===== src/hw/mecc_pkg.sv =====
// constants and types shared by the memory ecc controller
package mecc_pkg;
    // geometry of the byte-writeable protected memory
    localparam int DATA_W = 64;
    localparam int LANES = 8;
    localparam int LANE_W = 8;
    localparam int LANE_CHK = 5;
    localparam int CHK_W = LANES * LANE_CHK;
    localparam int WORD_W = DATA_W + CHK_W;
    localparam int ADDR_W = 9;
    localparam int DEPTH = 512;
    localparam logic [ADDR_W-1:0] LAST_ADDR = ADDR_W'(DEPTH - 1);
    // check bits needed per data width band: 8, 16, 32, 64, 128, 256 bits
    localparam int CHK_FOR_8 = 5;
    localparam int CHK_FOR_16 = 6;
    localparam int CHK_FOR_32 = 7;
    localparam int CHK_FOR_64 = 8;
    localparam int CHK_FOR_128 = 9;
    localparam int CHK_FOR_256 = 10;
    // codeword lengths of the other protected memories
    localparam int RAM64_CW_W = 72;
    localparam int FIFO35_CW_W = 42;
    localparam int FIFO32_CW_W = 39;
    localparam int BUF16_CW_W = 22;
    // indirect access watchdog, in register clock cycles
    localparam logic [11:0] WDOG_CYCLES = 12'h800;
    localparam int CNT_W = 16;
    localparam int LUT_N = 4;
    // register byte offsets
    localparam logic [7:0] OFS_CTRL = 8'h00;
    localparam logic [7:0] OFS_STAT = 8'h04;
    localparam logic [7:0] OFS_SBE_ADDR = 8'h08;
    localparam logic [7:0] OFS_DBE_ADDR = 8'h0C;
    localparam logic [7:0] OFS_SBE_CNT = 8'h10;
    localparam logic [7:0] OFS_ACC_ADDR = 8'h14;
    localparam logic [7:0] OFS_ACC_CTRL = 8'h18;
    localparam logic [7:0] OFS_ACC_START = 8'h1C;
    localparam logic [7:0] OFS_WDATA0 = 8'h20;
    localparam logic [7:0] OFS_WDATA1 = 8'h24;
    localparam logic [7:0] OFS_WECC0 = 8'h28;
    localparam logic [7:0] OFS_WECC1 = 8'h2C;
    localparam logic [7:0] OFS_RDATA0 = 8'h30;
    localparam logic [7:0] OFS_RDATA1 = 8'h34;
    localparam logic [7:0] OFS_RECC0 = 8'h38;
    localparam logic [7:0] OFS_RECC1 = 8'h3C;
    localparam logic [7:0] OFS_LUT0 = 8'h40;
    // field positions
    localparam int CTRL_ECC_EN = 0;
    localparam int CTRL_INIT = 1;
    localparam int CTRL_LUT_EN = 2;
    localparam int CTRL_FRC_SBE = 8;
    localparam int CTRL_FRC_DBE = 9;
    localparam int STAT_INIT_BUSY = 0;
    localparam int STAT_INIT_DONE = 1;
    localparam int STAT_SBE = 2;
    localparam int STAT_DBE = 3;
    localparam int STAT_ACC_BUSY = 4;
    localparam int STAT_TMO = 5;
    localparam int ACC_WR = 0;
    localparam int ACC_DOVR = 1;
    localparam int ACC_EOVR = 2;
    // packed check fields: five bits per byte of the register word
    localparam logic [31:0] ECC_FIELD_MASK = 32'h1F1F1F1F;
    typedef enum logic [1:0] {
        ST_IDLE = 2'b00,
        ST_READ = 2'b01,
        ST_WRITE = 2'b10,
        ST_INIT = 2'b11
    } mecc_state_t;
    typedef enum logic [1:0] {
        SRC_PER = 2'b00,
        SRC_IND = 2'b01,
        SRC_INIT = 2'b10
    } mecc_src_t;
endpackage


===== src/hw/mecc_ctrl.sv =====
// memory ecc controller: encoder, decoder, indirect access, init, logging
//
// Chosen here: register access over APB and the register offsets.
`timescale 1ns/10ps

// Summary of operation
// - correction disabled after reset until enabled
// - disabled: raw store, raw read back
// - correct single flips, only flag doubles
// - five check bits for byte lanes
// - writes encoded, reads decoded on path
// - eight lanes of 8+5, 104 bits
// - partial writes read, check, merge, rewrite; a peripheral one with a double error is acked without rewrite
// - other memories' codeword sizes kept as constants
// - initializer clears data and check bits
// - table logs single-error addresses when enabled
// - separate single and double error interrupts
// - register port reaches memory via mux
// - check fields packed four per word
// - byte n at bits 8n+7:8n
// - single-error counter readable by software
// - stalled indirect access times out
// - current single/double error addresses readable
// - software can force both interrupts
// - data and check bits overwritten separately
// - timeout fixed at 2048 register clocks
// - initialization runs to completion uninterrupted
module mecc_ctrl (
    input wire logic pclk, // register and memory clock
    input wire logic presetn, // asynchronous reset, active low
    input wire logic psel, // apb select
    input wire logic penable, // apb access phase
    input wire logic pwrite, // apb write
    input wire logic [7:0] paddr, // apb byte address
    input wire logic [31:0] pwdata, // apb write data
    output logic [31:0] prdata, // apb read data
    output logic pready, // apb ready
    output logic pslverr, // apb error on unmapped address
    input wire logic init_req, // memory clear request pulse from reset control
    input wire logic per_req, // peripheral request, held until ack
    input wire logic per_we, // peripheral write
    input wire logic [7:0] per_be, // peripheral byte enables
    input wire logic [mecc_pkg::ADDR_W-1:0] per_addr, // peripheral word address
    input wire logic [mecc_pkg::DATA_W-1:0] per_wdata, // peripheral write data
    output logic per_ack, // peripheral access done pulse
    output logic [mecc_pkg::DATA_W-1:0] per_rdata, // corrected read data
    output logic per_sbe, // single error seen on this access
    output logic per_dbe, // double error seen on this access
    output logic mem_req, // memory request, held until ack or indirect access timeout
    output logic mem_we, // memory write
    output logic [mecc_pkg::ADDR_W-1:0] mem_addr, // memory word address
    output logic [mecc_pkg::WORD_W-1:0] mem_wdata, // check bits over data
    input wire logic mem_ack, // memory done pulse
    input wire logic [mecc_pkg::WORD_W-1:0] mem_rdata, // valid with mem_ack on reads
    output logic irq_sbe, // single error interrupt, level
    output logic irq_dbe // double error interrupt, level
);
    typedef struct packed {
        mecc_pkg::mecc_state_t st;
        mecc_pkg::mecc_src_t src;
        logic ecc_en;
        logic lut_en;
        logic frc_sbe;
        logic frc_dbe;
        logic init_pend;
        logic init_busy;
        logic init_done;
        logic sbe_flag;
        logic dbe_flag;
        logic tmo_flag;
        logic acc_busy;
        logic acc_wr;
        logic acc_dovr;
        logic acc_eovr;
        logic [mecc_pkg::ADDR_W-1:0] acc_addr;
        logic [mecc_pkg::DATA_W-1:0] wdata;
        logic [63:0] wecc_pk;
        logic [mecc_pkg::DATA_W-1:0] rdata;
        logic [mecc_pkg::CHK_W-1:0] recc;
        logic [mecc_pkg::ADDR_W-1:0] sbe_addr;
        logic [mecc_pkg::ADDR_W-1:0] dbe_addr;
        logic [mecc_pkg::CNT_W-1:0] sbe_cnt;
        logic [mecc_pkg::LUT_N-1:0][mecc_pkg::ADDR_W-1:0] lut;
        logic [1:0] lut_ptr;
        logic [11:0] wdog;
        logic [mecc_pkg::ADDR_W-1:0] init_addr;
        logic cur_we;
        logic [7:0] cur_be;
        logic [mecc_pkg::DATA_W-1:0] cur_wdata;
        logic mem_req;
        logic mem_we;
        logic [mecc_pkg::ADDR_W-1:0] mem_addr;
        logic [mecc_pkg::WORD_W-1:0] mem_wdata;
        logic per_ack;
        logic [mecc_pkg::DATA_W-1:0] per_rdata;
        logic per_sbe;
        logic per_dbe;
        logic [31:0] prdata;
        logic pslverr;
    } mecc_regs_t;

    mecc_regs_t q;
    mecc_regs_t d;

    // five check bits per lane: four hamming bits and overall parity
    function automatic logic [4:0] lane_enc(input logic [7:0] x);
        logic [3:0] c;
        c[0] = x[0] ^ x[1] ^ x[3] ^ x[4] ^ x[6];
        c[1] = x[0] ^ x[2] ^ x[3] ^ x[5] ^ x[6];
        c[2] = x[1] ^ x[2] ^ x[3] ^ x[7];
        c[3] = ^x[7:4];
        return {(^x) ^ (^c), c};
    endfunction

    // decode one lane: {sbe, dbe, corrected byte}
    function automatic logic [9:0] lane_dec(input logic [7:0] x, input logic [4:0] c);
        logic [12:1] cw;
        logic [3:0] s;
        logic p;
        logic one;
        logic two;
        cw = {x[7], x[6], x[5], x[4], c[3], x[3], x[2], x[1], c[2], x[0], c[1], c[0]};
        s = 4'h0;
        for (int i = 1; i <= 12; i++) begin
            if (cw[i]) begin
                s = s ^ 4'(i);
            end
        end
        p = (^cw) ^ c[4];
        one = p && (s <= 4'hC);
        two = (!p && (s != 4'h0)) || (p && (s > 4'hC));
        if (one && (s != 4'h0)) begin
            cw[s] = ~cw[s];
        end
        return {one, two, cw[12:9], cw[7:5], cw[3]};
    endfunction

    logic [mecc_pkg::DATA_W-1:0] dec_data;
    logic [7:0] lane_sbe;
    logic [7:0] lane_dbe;
    logic [mecc_pkg::DATA_W-1:0] merged;
    logic [mecc_pkg::DATA_W-1:0] enc_in;
    logic [mecc_pkg::CHK_W-1:0] enc_chk;
    logic [mecc_pkg::CHK_W-1:0] wecc;
    logic [63:0] recc_pk;
    logic word_sbe;
    logic word_dbe;

    // per-lane decode, merge, encode and check-field packing
    genvar g;
    generate
        for (g = 0; g < mecc_pkg::LANES; g++) begin : g_lane
            logic [9:0] r;
            assign r = lane_dec(mem_rdata[g*8 +: 8], mem_rdata[mecc_pkg::DATA_W + g*5 +: 5]);
            assign lane_sbe[g] = r[9];
            assign lane_dbe[g] = r[8];
            assign dec_data[g*8 +: 8] = q.ecc_en ? r[7:0] : mem_rdata[g*8 +: 8];
            assign merged[g*8 +: 8] = (q.src == mecc_pkg::SRC_IND) ?
                (q.acc_dovr ? q.wdata[g*8 +: 8] : dec_data[g*8 +: 8]) :
                (q.cur_be[g] ? q.cur_wdata[g*8 +: 8] : dec_data[g*8 +: 8]);
            assign enc_chk[g*5 +: 5] = lane_enc(enc_in[g*8 +: 8]);
            assign wecc[g*5 +: 5] = q.wecc_pk[g*8 +: 5];
            assign recc_pk[g*8 +: 8] = {3'h0, q.recc[g*5 +: 5]};
        end
    endgenerate

    assign enc_in = (q.st == mecc_pkg::ST_IDLE) ? per_wdata : merged;
    assign word_dbe = q.ecc_en && (|lane_dbe);
    assign word_sbe = q.ecc_en && (|lane_sbe) && !word_dbe;

    // apb setup-cycle register read mux
    function automatic logic [31:0] reg_rd(input mecc_regs_t s, input logic [7:0] a, input logic [63:0] rp);
        logic [31:0] v;
        v = 32'h0000_0000;
        case (a)
            mecc_pkg::OFS_CTRL: begin
                v[mecc_pkg::CTRL_ECC_EN] = s.ecc_en;
                v[mecc_pkg::CTRL_LUT_EN] = s.lut_en;
                v[mecc_pkg::CTRL_FRC_SBE] = s.frc_sbe;
                v[mecc_pkg::CTRL_FRC_DBE] = s.frc_dbe;
            end
            mecc_pkg::OFS_STAT: begin
                v[mecc_pkg::STAT_INIT_BUSY] = s.init_busy | s.init_pend;
                v[mecc_pkg::STAT_INIT_DONE] = s.init_done;
                v[mecc_pkg::STAT_SBE] = s.sbe_flag;
                v[mecc_pkg::STAT_DBE] = s.dbe_flag;
                v[mecc_pkg::STAT_ACC_BUSY] = s.acc_busy;
                v[mecc_pkg::STAT_TMO] = s.tmo_flag;
            end
            mecc_pkg::OFS_SBE_ADDR: v[mecc_pkg::ADDR_W-1:0] = s.sbe_addr;
            mecc_pkg::OFS_DBE_ADDR: v[mecc_pkg::ADDR_W-1:0] = s.dbe_addr;
            mecc_pkg::OFS_SBE_CNT: v[mecc_pkg::CNT_W-1:0] = s.sbe_cnt;
            mecc_pkg::OFS_ACC_ADDR: v[mecc_pkg::ADDR_W-1:0] = s.acc_addr;
            mecc_pkg::OFS_ACC_CTRL: v[2:0] = {s.acc_eovr, s.acc_dovr, s.acc_wr};
            mecc_pkg::OFS_ACC_START: v[0] = s.acc_busy;
            mecc_pkg::OFS_WDATA0: v = s.wdata[31:0];
            mecc_pkg::OFS_WDATA1: v = s.wdata[63:32];
            mecc_pkg::OFS_WECC0: v = s.wecc_pk[31:0];
            mecc_pkg::OFS_WECC1: v = s.wecc_pk[63:32];
            mecc_pkg::OFS_RDATA0: v = s.rdata[31:0];
            mecc_pkg::OFS_RDATA1: v = s.rdata[63:32];
            mecc_pkg::OFS_RECC0: v = rp[31:0];
            mecc_pkg::OFS_RECC1: v = rp[63:32];
            8'h40, 8'h44, 8'h48, 8'h4C: v[mecc_pkg::ADDR_W-1:0] = s.lut[a[3:2]];
            default: v = 32'h0000_0000;
        endcase
        return v;
    endfunction

    function automatic logic reg_hit(input logic [7:0] a);
        return (a[1:0] == 2'h0) && (a <= 8'h4C);
    endfunction

    // next-state logic
    always_comb begin
        d = q;
        d.per_ack = 1'b0;
        d.per_sbe = 1'b0;
        d.per_dbe = 1'b0;
        // apb setup: latch read data and error answer
        if (psel && !penable) begin
            d.prdata = reg_rd(q, paddr, recc_pk);
            d.pslverr = !reg_hit(paddr);
        end
        // apb access: writes take effect here
        if (psel && penable && pwrite) begin
            case (paddr)
                mecc_pkg::OFS_CTRL: begin
                    d.ecc_en = pwdata[mecc_pkg::CTRL_ECC_EN];
                    d.lut_en = pwdata[mecc_pkg::CTRL_LUT_EN];
                    d.frc_sbe = pwdata[mecc_pkg::CTRL_FRC_SBE];
                    d.frc_dbe = pwdata[mecc_pkg::CTRL_FRC_DBE];
                    if (pwdata[mecc_pkg::CTRL_INIT]) begin
                        d.init_pend = 1'b1;
                    end
                end
                mecc_pkg::OFS_STAT: begin
                    // write one clears; hardware sets below win
                    if (pwdata[mecc_pkg::STAT_SBE]) begin
                        d.sbe_flag = 1'b0;
                    end
                    if (pwdata[mecc_pkg::STAT_DBE]) begin
                        d.dbe_flag = 1'b0;
                    end
                    if (pwdata[mecc_pkg::STAT_TMO]) begin
                        d.tmo_flag = 1'b0;
                    end
                end
                mecc_pkg::OFS_ACC_ADDR: d.acc_addr = pwdata[mecc_pkg::ADDR_W-1:0];
                mecc_pkg::OFS_ACC_CTRL: begin
                    d.acc_wr = pwdata[mecc_pkg::ACC_WR];
                    d.acc_dovr = pwdata[mecc_pkg::ACC_DOVR];
                    d.acc_eovr = pwdata[mecc_pkg::ACC_EOVR];
                end
                mecc_pkg::OFS_ACC_START: begin
                    if (pwdata[0]) begin
                        d.acc_busy = 1'b1;
                    end
                end
                mecc_pkg::OFS_WDATA0: d.wdata[31:0] = pwdata;
                mecc_pkg::OFS_WDATA1: d.wdata[63:32] = pwdata;
                mecc_pkg::OFS_WECC0: d.wecc_pk[31:0] = pwdata & mecc_pkg::ECC_FIELD_MASK;
                mecc_pkg::OFS_WECC1: d.wecc_pk[63:32] = pwdata & mecc_pkg::ECC_FIELD_MASK;
                default: d.pslverr = q.pslverr;
            endcase
        end
        if (init_req) begin
            d.init_pend = 1'b1;
        end
        case (q.st)
            mecc_pkg::ST_IDLE: begin
                d.wdog = 12'h000;
                if (q.init_pend) begin
                    d.init_pend = 1'b0;
                    d.init_busy = 1'b1;
                    d.init_done = 1'b0;
                    d.src = mecc_pkg::SRC_INIT;
                    d.init_addr = '0;
                    d.mem_req = 1'b1;
                    d.mem_we = 1'b1;
                    d.mem_addr = '0;
                    d.mem_wdata = '0;
                    d.st = mecc_pkg::ST_INIT;
                end else if (q.acc_busy) begin
                    // indirect access takes the memory port
                    d.src = mecc_pkg::SRC_IND;
                    d.cur_we = q.acc_wr;
                    d.mem_req = 1'b1;
                    d.mem_we = 1'b0;
                    d.mem_addr = q.acc_addr;
                    d.st = mecc_pkg::ST_READ;
                end else if (per_req && !q.per_ack) begin
                    // a request still up in its ack cycle is the finished one, not a new one
                    d.src = mecc_pkg::SRC_PER;
                    d.cur_we = per_we;
                    d.cur_be = per_be;
                    d.cur_wdata = per_wdata;
                    d.mem_req = 1'b1;
                    d.mem_addr = per_addr;
                    if (per_we && (per_be == 8'hFF)) begin
                        d.mem_we = 1'b1;
                        d.mem_wdata = {q.ecc_en ? enc_chk : '0, per_wdata};
                        d.st = mecc_pkg::ST_WRITE;
                    end else begin
                        d.mem_we = 1'b0;
                        d.st = mecc_pkg::ST_READ;
                    end
                end
            end
            mecc_pkg::ST_READ: begin
                if (q.src == mecc_pkg::SRC_IND) begin
                    d.wdog = q.wdog + 12'h001;
                end
                if (mem_ack) begin
                    d.mem_req = 1'b0;
                    if (word_dbe) begin
                        d.dbe_flag = 1'b1;
                        d.dbe_addr = q.mem_addr;
                    end else if (word_sbe) begin
                        d.sbe_flag = 1'b1;
                        d.sbe_addr = q.mem_addr;
                        if (q.sbe_cnt != '1) begin
                            d.sbe_cnt = q.sbe_cnt + 1'b1;
                        end
                        if (q.lut_en) begin
                            d.lut[q.lut_ptr] = q.mem_addr;
                            d.lut_ptr = q.lut_ptr + 2'h1;
                        end
                    end
                    if (q.src == mecc_pkg::SRC_IND && !q.cur_we) begin
                        d.rdata = dec_data;
                        d.recc = mem_rdata[mecc_pkg::WORD_W-1:mecc_pkg::DATA_W];
                        d.acc_busy = 1'b0;
                        d.st = mecc_pkg::ST_IDLE;
                    end else if (q.src == mecc_pkg::SRC_PER && (!q.cur_we || word_dbe)) begin
                        d.per_rdata = dec_data;
                        d.per_ack = 1'b1;
                        d.per_sbe = word_sbe;
                        d.per_dbe = word_dbe;
                        d.st = mecc_pkg::ST_IDLE;
                    end else begin
                        // write back merged word; check bits recomputed only when ecc enabled and not overridden
                        d.mem_req = 1'b1;
                        d.mem_we = 1'b1;
                        d.per_sbe = word_sbe;
                        if (q.src == mecc_pkg::SRC_IND) begin
                            d.mem_wdata = {q.acc_eovr ? wecc :
                                (q.ecc_en ? enc_chk : mem_rdata[mecc_pkg::WORD_W-1:mecc_pkg::DATA_W]), merged};
                        end else begin
                            d.mem_wdata = {q.ecc_en ? enc_chk : '0, merged};
                        end
                        d.st = mecc_pkg::ST_WRITE;
                    end
                end else if (q.src == mecc_pkg::SRC_IND && q.wdog == mecc_pkg::WDOG_CYCLES - 12'h001) begin
                    d.mem_req = 1'b0;
                    d.tmo_flag = 1'b1;
                    d.acc_busy = 1'b0;
                    d.st = mecc_pkg::ST_IDLE;
                end
            end
            mecc_pkg::ST_WRITE: begin
                if (q.src == mecc_pkg::SRC_IND) begin
                    d.wdog = q.wdog + 12'h001;
                end
                if (mem_ack) begin
                    d.mem_req = 1'b0;
                    d.st = mecc_pkg::ST_IDLE;
                    if (q.src == mecc_pkg::SRC_IND) begin
                        d.acc_busy = 1'b0;
                    end else begin
                        d.per_ack = 1'b1;
                    end
                end else if (q.src == mecc_pkg::SRC_IND && q.wdog == mecc_pkg::WDOG_CYCLES - 12'h001) begin
                    d.mem_req = 1'b0;
                    d.tmo_flag = 1'b1;
                    d.acc_busy = 1'b0;
                    d.st = mecc_pkg::ST_IDLE;
                end
            end
            mecc_pkg::ST_INIT: begin
                // walk runs to the end, nothing stops it
                if (mem_ack) begin
                    if (q.init_addr == mecc_pkg::LAST_ADDR) begin
                        d.mem_req = 1'b0;
                        d.init_busy = 1'b0;
                        d.init_done = 1'b1;
                        d.st = mecc_pkg::ST_IDLE;
                    end else begin
                        d.init_addr = q.init_addr + 1'b1;
                        d.mem_addr = q.init_addr + 1'b1;
                    end
                end
            end
            default: d.st = mecc_pkg::ST_IDLE;
        endcase
    end

    // state register
    always_ff @(posedge pclk or negedge presetn) begin
        if (!presetn) begin
            q <= '0;
        end else begin
            q <= d;
        end
    end

    // outputs
    assign prdata = q.prdata;
    assign pready = 1'b1;
    assign pslverr = q.pslverr;
    assign per_ack = q.per_ack;
    assign per_rdata = q.per_rdata;
    assign per_sbe = q.per_sbe;
    assign per_dbe = q.per_dbe;
    assign mem_req = q.mem_req;
    assign mem_we = q.mem_we;
    assign mem_addr = q.mem_addr;
    assign mem_wdata = q.mem_wdata;
    assign irq_sbe = q.sbe_flag | q.frc_sbe;
    assign irq_dbe = q.dbe_flag | q.frc_dbe;
endmodule


===== config.mk =====
export PLATFORM = sky130hd
export DESIGN_NAME = mecc_ctrl
export DESIGN_NICKNAME = d
export VERILOG_FILES = /design/src/hw/mecc_pkg.sv /design/src/hw/mecc_ctrl.sv
export SDC_FILE = /design/constraint.sdc
export NUM_CORES = 2
export LEC_CHECK = 0
export ABC_AREA = 1
export BUFFER_PORTS_ARGS = -buffer_cell sky130_fd_sc_hd__buf_2
export CORE_ASPECT_RATIO = 0.9
export CORE_UTILIZATION = 65
export DETAILED_ROUTE_END_ITERATION = 6
export PLACE_DENSITY = 0.87
export RECOVER_POWER = 100
export REMOVE_ABC_BUFFERS = 1
export SYNTH_ARGS = -nofsm -noshare
export SYNTH_HDL_FRONTEND = slang
export SYNTH_SLANG_ARGS = --single-unit

===== constraint.sdc =====
create_clock -name pclk -period 4.8 [get_ports pclk]
set_clock_uncertainty 0.2 [all_clocks]
set_input_delay 0.48 -clock pclk [delete_from_list [all_inputs] [get_ports pclk]]
set_output_delay 0.48 -clock pclk [all_outputs]
set_load 0.02 [all_outputs]

# [After elaboration in Yosys (flattened, before gate mapping)]
# Cells that the tools add are included.
[classes] addsub=4 n_lt_le_gt_ge=36 n_eq_ne=40 muxes=278 n_bitwise=207 n_reduce_logical=152
[ops] operator="2-to-1 mux 104 bit" n=4
[ops] operator="2-to-1 mux 171 bit" n=2
[ops] operator="2-to-1 mux 8 bit" n=32
[ops] operator="case mux 104 bit (2 select lines)" n=1
[ops] operator="2-to-1 mux 188 bit" n=1
[ops] operator="2-to-1 mux 4 bit" n=43
[ops] operator="2-to-1 mux 144 bit" n=1
[ops] operator="case mux 16 bit (8 select lines)" n=1
[ops] operator="2-to-1 mux 40 bit" n=3
[ops] operator="2-to-1 mux 115 bit" n=1
[ops] operator="2-to-1 mux 12 bit" n=9
[ops] operator="2-to-1 mux 3 bit" n=35
[ops] operator="bitwise XOR 1 bit" n=104
[ops] operator="bitwise mux 12 bit" n=8
[ops] operator="NOT 2 bit" n=48
[ops] operator="XOR reduction 12 bit" n=8
[ops] operator="2-to-1 mux 65 bit" n=1
[ops] operator="equality test 8 x 6 -> 1 bit (second input constant)" n=8
[ops] operator="2-to-1 mux 2 bit" n=32
[ops] operator="2-to-1 mux 32 bit" n=2
[ops] operator="2-to-1 mux 64 bit" n=1
[ops] operator="XOR reduction 4 bit" n=16
[ops] operator="XOR reduction 8 bit" n=8
[ops] operator="2-to-1 mux 29 bit" n=2
[ops] operator="69 further kinds" n=346
[totals] register_bits=616 inputBits=234 output_inout_bits=218 wordCells=763

# [Logic depth before layout (Yosys ltp)]
[logic_depth] ltp_word=43 ltp_mapped=37 mapped_depth_nobuf=36

# [Least setup slack after synthesis]
# No wires, ideal clock.
[synth_path] path_type="input port to flip-flop" start="in mem_rdata[35] in the netlist's numbering" end="reg q, in the netlist mem_wdata[88]" setup_ps=117 arrival_ps=3089 required_time_ps=4483 setup_slack_ps=1395 path_stages=29 n_path_buf=1 cell_sequence="buf_4 xnor2_1 or2_4 nand3_1 nand3_4 nand2_4 clkinv_2 nor2_1 nand4_2 nor2_1 nand2_1 o21ai_2 inv_2 o21bai_1 nand2_1 nand2_1 nand2_1 inv_2 nand2_1 nand2_2 nand3_1 nand2_1 nand3_1 nand3_1 nand2_1 nand2_1 nand2_1 nand2_1 nand2_1"
[synth_via] elab_chain_cells=31 word_cells_on_any_way=69 cone_classes="order compare (4); eq/ne (1); mux (29); bitwise (18); reduce/logical (17)"
[synth_rtl] item="start: declaration" line_no="mecc_ctrl.sv:54" source="input wire logic [mecc_pkg::WORD_W-1:0] mem_rdata,"
[synth_rtl] item="2-to-1 mux 3 bit" line_no="mecc_ctrl.sv:125" source="if (cw[i]) begin"
[synth_rtl] item="2-to-1 mux 4 bit" line_no="mecc_ctrl.sv:125"
[synth_rtl] item="NOT 2 bit (no line) or 2-to-1 mux 4 bit (tied branches)"
[synth_rtl] item="2-to-1 mux 4 bit or NOT 2 bit (tied branches)"
[synth_rtl] item="2-to-1 mux 4 bit" line_no="mecc_ctrl.sv:125"
[synth_rtl] item="NOT 3 bit (no line)"
[synth_rtl] item="2-to-1 mux 4 bit (2 in series)" line_no="mecc_ctrl.sv:125"
[synth_rtl] item="less-than comparator 4 x 5 -> 1 bit (implied by the code) or >= comparator 4 x 1 -> 1 bit (tied branches)" line_no="mecc_ctrl.sv:133" source="cw[s] = ~cw[s];"
[synth_rtl] item="[14 not listed]"
[synth_rtl] item="bitwise XOR 1 bit" line_no="mecc_ctrl.sv:112" source="return {(^x) ^ (^c), c};"
[synth_rtl] item="2-to-1 mux 40 bit" line_no="mecc_ctrl.sv:348" source="(q.ecc_en ? enc_chk : mem_rdata[mecc_pkg::WORD_W-1:mecc_pkg::DATA_W]), merged};"
[synth_rtl] item="2-to-1 mux 40 bit" line_no="mecc_ctrl.sv:347" source="d.mem_wdata = {q.acc_eovr ? wecc :"
[synth_rtl] item="2-to-1 mux 104 bit" line_no="mecc_ctrl.sv:346" source="if (q.src == mecc_pkg::SRC_IND) begin"
[synth_rtl] item="2-to-1 mux 104 bit" line_no="mecc_ctrl.sv:335" source="end else if (q.src == mecc_pkg::SRC_PER && (!q.cur_we || word_dbe)) begin"
[synth_rtl] item="2-to-1 mux 171 bit" line_no="mecc_ctrl.sv:330" source="if (q.src == mecc_pkg::SRC_IND && !q.cur_we) begin"
[synth_rtl] item="2-to-1 mux 171 bit" line_no="mecc_ctrl.sv:314" source="if (mem_ack) begin"
[synth_rtl] item="case mux 104 bit (2 select lines)" line_no="mecc_ctrl.sv:270" source="case (q.st)"
[synth_rtl] item="end signal: assignment" line_no="mecc_ctrl.sv:401" source="q <= '0;"
[synth_rtl] item="end signal: assignment" line_no="mecc_ctrl.sv:403" source="q <= d;"
[synth_rtl] item="end: declaration" line_no="mecc_ctrl.sv:102" source="mecc_regs_t q;"
# Parallel ways exist; a longest one is shown, timed or not. The select of a mux whose other input is x is not followed.
# A chain may end at the register's enable or synchronous reset.

# [Final worst setup path]
[layout_path] start="reg q[638] in the netlist's numbering" end="reg q[269] in the netlist's numbering"
[layout_via] elab_chain_cells=2
[layout_rtl] item="logical NOT 2 bit" line_no="mecc_ctrl.sv:270"
[layout_rtl] item="AND reduction 4 bit (no line)"
# Every way passes these cells.

==> flow_summary.toml <==
[layout]
utilization_pct = 73.00
fin_cells = 6815
syn_to_final_growth_pct = 11.05
layout.area.seq_mm2 = 0.01542
multiInputGateArea_mm2 = 0.02015
fillers = 5083
fin_nets = 6210
drive_above_1_share_pct = 9.571

[setup_path]
crit_cells = 6
critical_path_class = "register to register"
worstRegToRegCells = 6
crit_buf_inv = 3
timing.rr.end = "q[269]"
slowest_stage = "nand3_1"
cpLargestDelayFamily = "simple AND/OR/NAND/NOR gates"
crit_start = "q[638]"
r2r-start = "q[638]"
start_kind = "register"
slowest_delay_ns = 1.63
worstPathArrival_ns = 4.97
crit_chain = "inv_1, ha_1, buf_12, nand3_1, buf_6, mux2_2"
r2r_slack_ns = 0.15
cp-end-kind = "register"
required_ns = 5.12
cp-endpoint = "q[269]"
crit_path_max_fanout = 119

[global_routing]
grt_pass1_vias = 39070
grtUsageTotal_pct = 47.16
grt-ovfl-total = 0
grt_max_degree = 120
antenna_found_initial = 9
grt_first_pass_wirelength_um = 227300

[power_and_ir_drop]
clkPwrFrac_pct = 23.9
p_per_area_mw_per_mm2 = 531.8
ir_worst_vdd_mv = 0.6842
power_leakage_nw = 22.41
internal_power_mw = 12.86
p_sw_share_pct = 45.91
p_seq_share_pct = 29.0
combPwrFrac_pct = 47.1
p_switching_mw = 10.91

[worst_hold_path]
min_path_type = "input pin to register"

[detailed_routing]
final_antenna_net_count = 0
drt_wl_total_um = 150400
drtIter0Drc = 6152
drt-wirelength-per-cell_um = 22.07
via_count = 42310
firstDrtPassIters = 7
post-route-drc-count = 1
viasPerCell = 6.208

[sta]
maxSlewHeadroom_pct = -75.07
grt_setup_unrepaired = "false"
setup_viol = 0
period_minus_slack_ns = 4.649
tightest_slew_ns = 2.626
min_period_over_period_pct = 96.86
finalHoldViolations = 0
drv_slew = 246
max_freq_mhz = 215.1

[place]
place_inst = 6595
routabilityCongestion = 1.050
io_buffers = 450
dp_hpwl_um = 105700

[cts]
cts_resized = 0
clk_pin_slew_ns = 0.06
cts_setup_buffers = 0
hold_buffers = 91
cts_tree = "yes"
clock_path_buffers = 3
cts-root-buf = "clkbuf_16"
cts_max_level = 3
clock-sinks = 616
numCtsBuffers = 68
insertion_delay_ns = 0.64

[synthesis]
synth_seq_cells = 616
synthFlopType = "dfrtp_1"
netlist_area_mm2 = 0.04025
yosys_warnings = 0
ys_seq_area_share_pct = 38.30
syn_area_per_cell_um2 = 7.033
syn_inst = 5723
async_flop_share_pct = 100.0
synth_edf_count = 0
synthDistinctLibCells = 79

[floorplan]
die_h_um = 238.1
rows = 86
die_width_um = 264.3
top_level_ports = 452
die_area_mm2 = 0.06292
core-area_mm2 = 0.06123
start_util_pct = 65.74

[run_status]
status = "finished, violations left"
violations = "DRC, capacitance limit, slew limit"

[run]
drv_cap = 6
Yosys cell counts (all sizes together) (2+ instances only):
master | n | area share [%]
nand2 | 1955 | 19
o21ai | 678 | 8.6
dfrtp | 616 | 38
inv | 532 | 5.0
nand3 | 380 | 4.9
buf | 274 | 4.8
nor2 | 250 | 2.5
clkbuf | 186 | 1.7
a21oi | 151 | 1.9
xnor2 | 113 | 2.7
xor2 | 109 | 2.4
a22oi | 58 | 1.1
nor3 | 48 | 0.65
nand4 | 47 | 0.79
o22ai | 46 | 0.72
a221oi | 43 | 0.94
a31oi | 37 | 0.58
or2 | 24 | 0.38
o211ai | 21 | 0.40
a22o | 19 | 0.41
clkinv | 15 | 0.16
a21o | 13 | 0.24
nor4 | 13 | 0.25
ha | 12 | 0.37
nand3b | 12 | 0.25
mux2 | 9 | 0.25
a2bb2oi | 8 | 0.17
and2 | 7 | 0.11
o21a | 5 | 0.093
o31ai | 5 | 0.093
a32o | 4 | 0.099
o2111ai | 4 | 0.087
a211oi | 3 | 0.056
a21boi | 3 | 0.056
a221o | 3 | 0.075
a41oi | 3 | 0.065
o311ai | 3 | 0.065
o21bai | 2 | 0.037
o31a | 2 | 0.044
o32ai | 2 | 0.044
worst register-to-register path: stages (launching register included):
cell and delay (ns):
dfrtp_1 0.44, inv_1 0.12, ha_1 0.26, buf_12 0.52
nand3_1 1.65, buf_6 0.84, mux2_2 0.51
cells in the final DEF (no fill, tap or decap), types with 9 or more instances in the layout:
cell type,Yosys,routed
nand3_1,370,371
inv_1,508,505
a31oi_1,37,37
clkinv_1,12,10
nand3b_1,11,11
nor2_1,238,235
o21ai_1,51,42
nor4_1,11,11
nand2_1,1917,1916
xnor2_1,101,101
o211ai_1,20,20
dlygate4sd3_1,0,91
a22o_1,19,19
o21ai_0,613,622
ha_1,12,12
buf_4,222,52
a22oi_1,58,58
a21o_1,13,13
clkbuf_1,185,248
inv_2,23,25
xnor2_2,12,12
a221oi_1,43,43
bufinv_16,0,9
clkbuf_8,0,13
mux2_2,9,9
xor2_1,105,105
buf_2,41,231
clkbuf_16,0,70
o22ai_1,46,46
nor3_1,45,45
nand2_2,33,34
buf_12,0,14
nand4_1,43,44
a21oi_1,151,151
nor2_2,8,10
dfrtp_1,616,614
or2_2,12,12
o21ai_2,12,12
logic make-up after synthesis:
group,Yosys count,share of synthesized area (%)
multiplexers,9,0.2518
AND/OR/NAND/NOR,2737,28.31
flip-flops,616,38.30
XOR/XNOR,222,5.129
buffers and inverters,1007,11.65
AO/OA/AOI/OAI,1119,15.97
adder cells (fa/ha/maj),12,0.3730
other,1,0.009317
layout make-up:
class | instances | share of cell area (%)
antenna | 5 | 0.02799
multi-input combinational | 4100 | 45.07
inverter | 547 | 4.630
clock buffer | 100 | 4.462
timing repair buffer | 631 | 8.236
sequential | 616 | 34.49
tap | 792 | 2.217
clock inverter | 24 | 0.8594
worst min-delay path by stage:
stage / start / endpoint / depth (start not counted)
after floorplan: presetn / mem_addr[0] / 0
after global placement: per_rdata[50] / per_rdata[50] / 2
after detailed placement: mem_wdata[50] / mem_wdata[50] / 2
after CTS: per_wdata[62] / q[277] / 3
after global routing: pwdata[16] / q[533] / 3
final: paddr[0] / pslverr / 3
state kept, by name (all words and copies together), names as in the netlist:
register   flops
prdata        32
mem_wdata    104
per_ack        1
per_rdata     64
per_sbe        1
mem_req        1
per_dbe        1
mem_we         1
q            401
mem_addr       9
pslverr        1
metal layers:
layer	vias to the layer above	part of all wire [%]	routed length, µm	global-route usage, %
met1	19460	37	56190	63.02
met4	10	6.3	9547	25.46
met3	666	15	21870	14.07
met5	-	0.042	63	0
li1	18890	-	-	-
met2	3277	42	62750	68.94
power groups by stage:
| stage | clock [mW] | combinational, mW | sequential (mW) |
|---|---|---|---|
| 2_1_floorplan | 0 | 6.95 | 7.35 |
| 3_3_place_gp | 0 | 10.7 | 6.89 |
| 3_5_place_dp | 0 | 10.9 | 6.90 |
| 4_1_cts | 5.65 | 11.0 | 6.83 |
| 5_1_grt | 5.87 | 12.3 | 6.95 |
| 6_report | 5.69 | 11.2 | 6.89 |
through the flow:
step	TNS, ns	hold WS (ns)	setup WS (ns)	power [mW]	instance area [µm²]
final	0	0.007769	0.1505	23.77	44700
after global routing	0	0.02105	0.04394	25.10	44690
after CTS	0	0.003224	0.5183	23.52	45160
after detailed placement	0	0.2593	0.4291	17.82	41870
after global placement	0	0.2528	0.4258	17.60	41870
after floorplan	-1216.17	-0.01559	-4.500	14.30	37620
No activity file was read; power rests on OpenSTA's default activity.
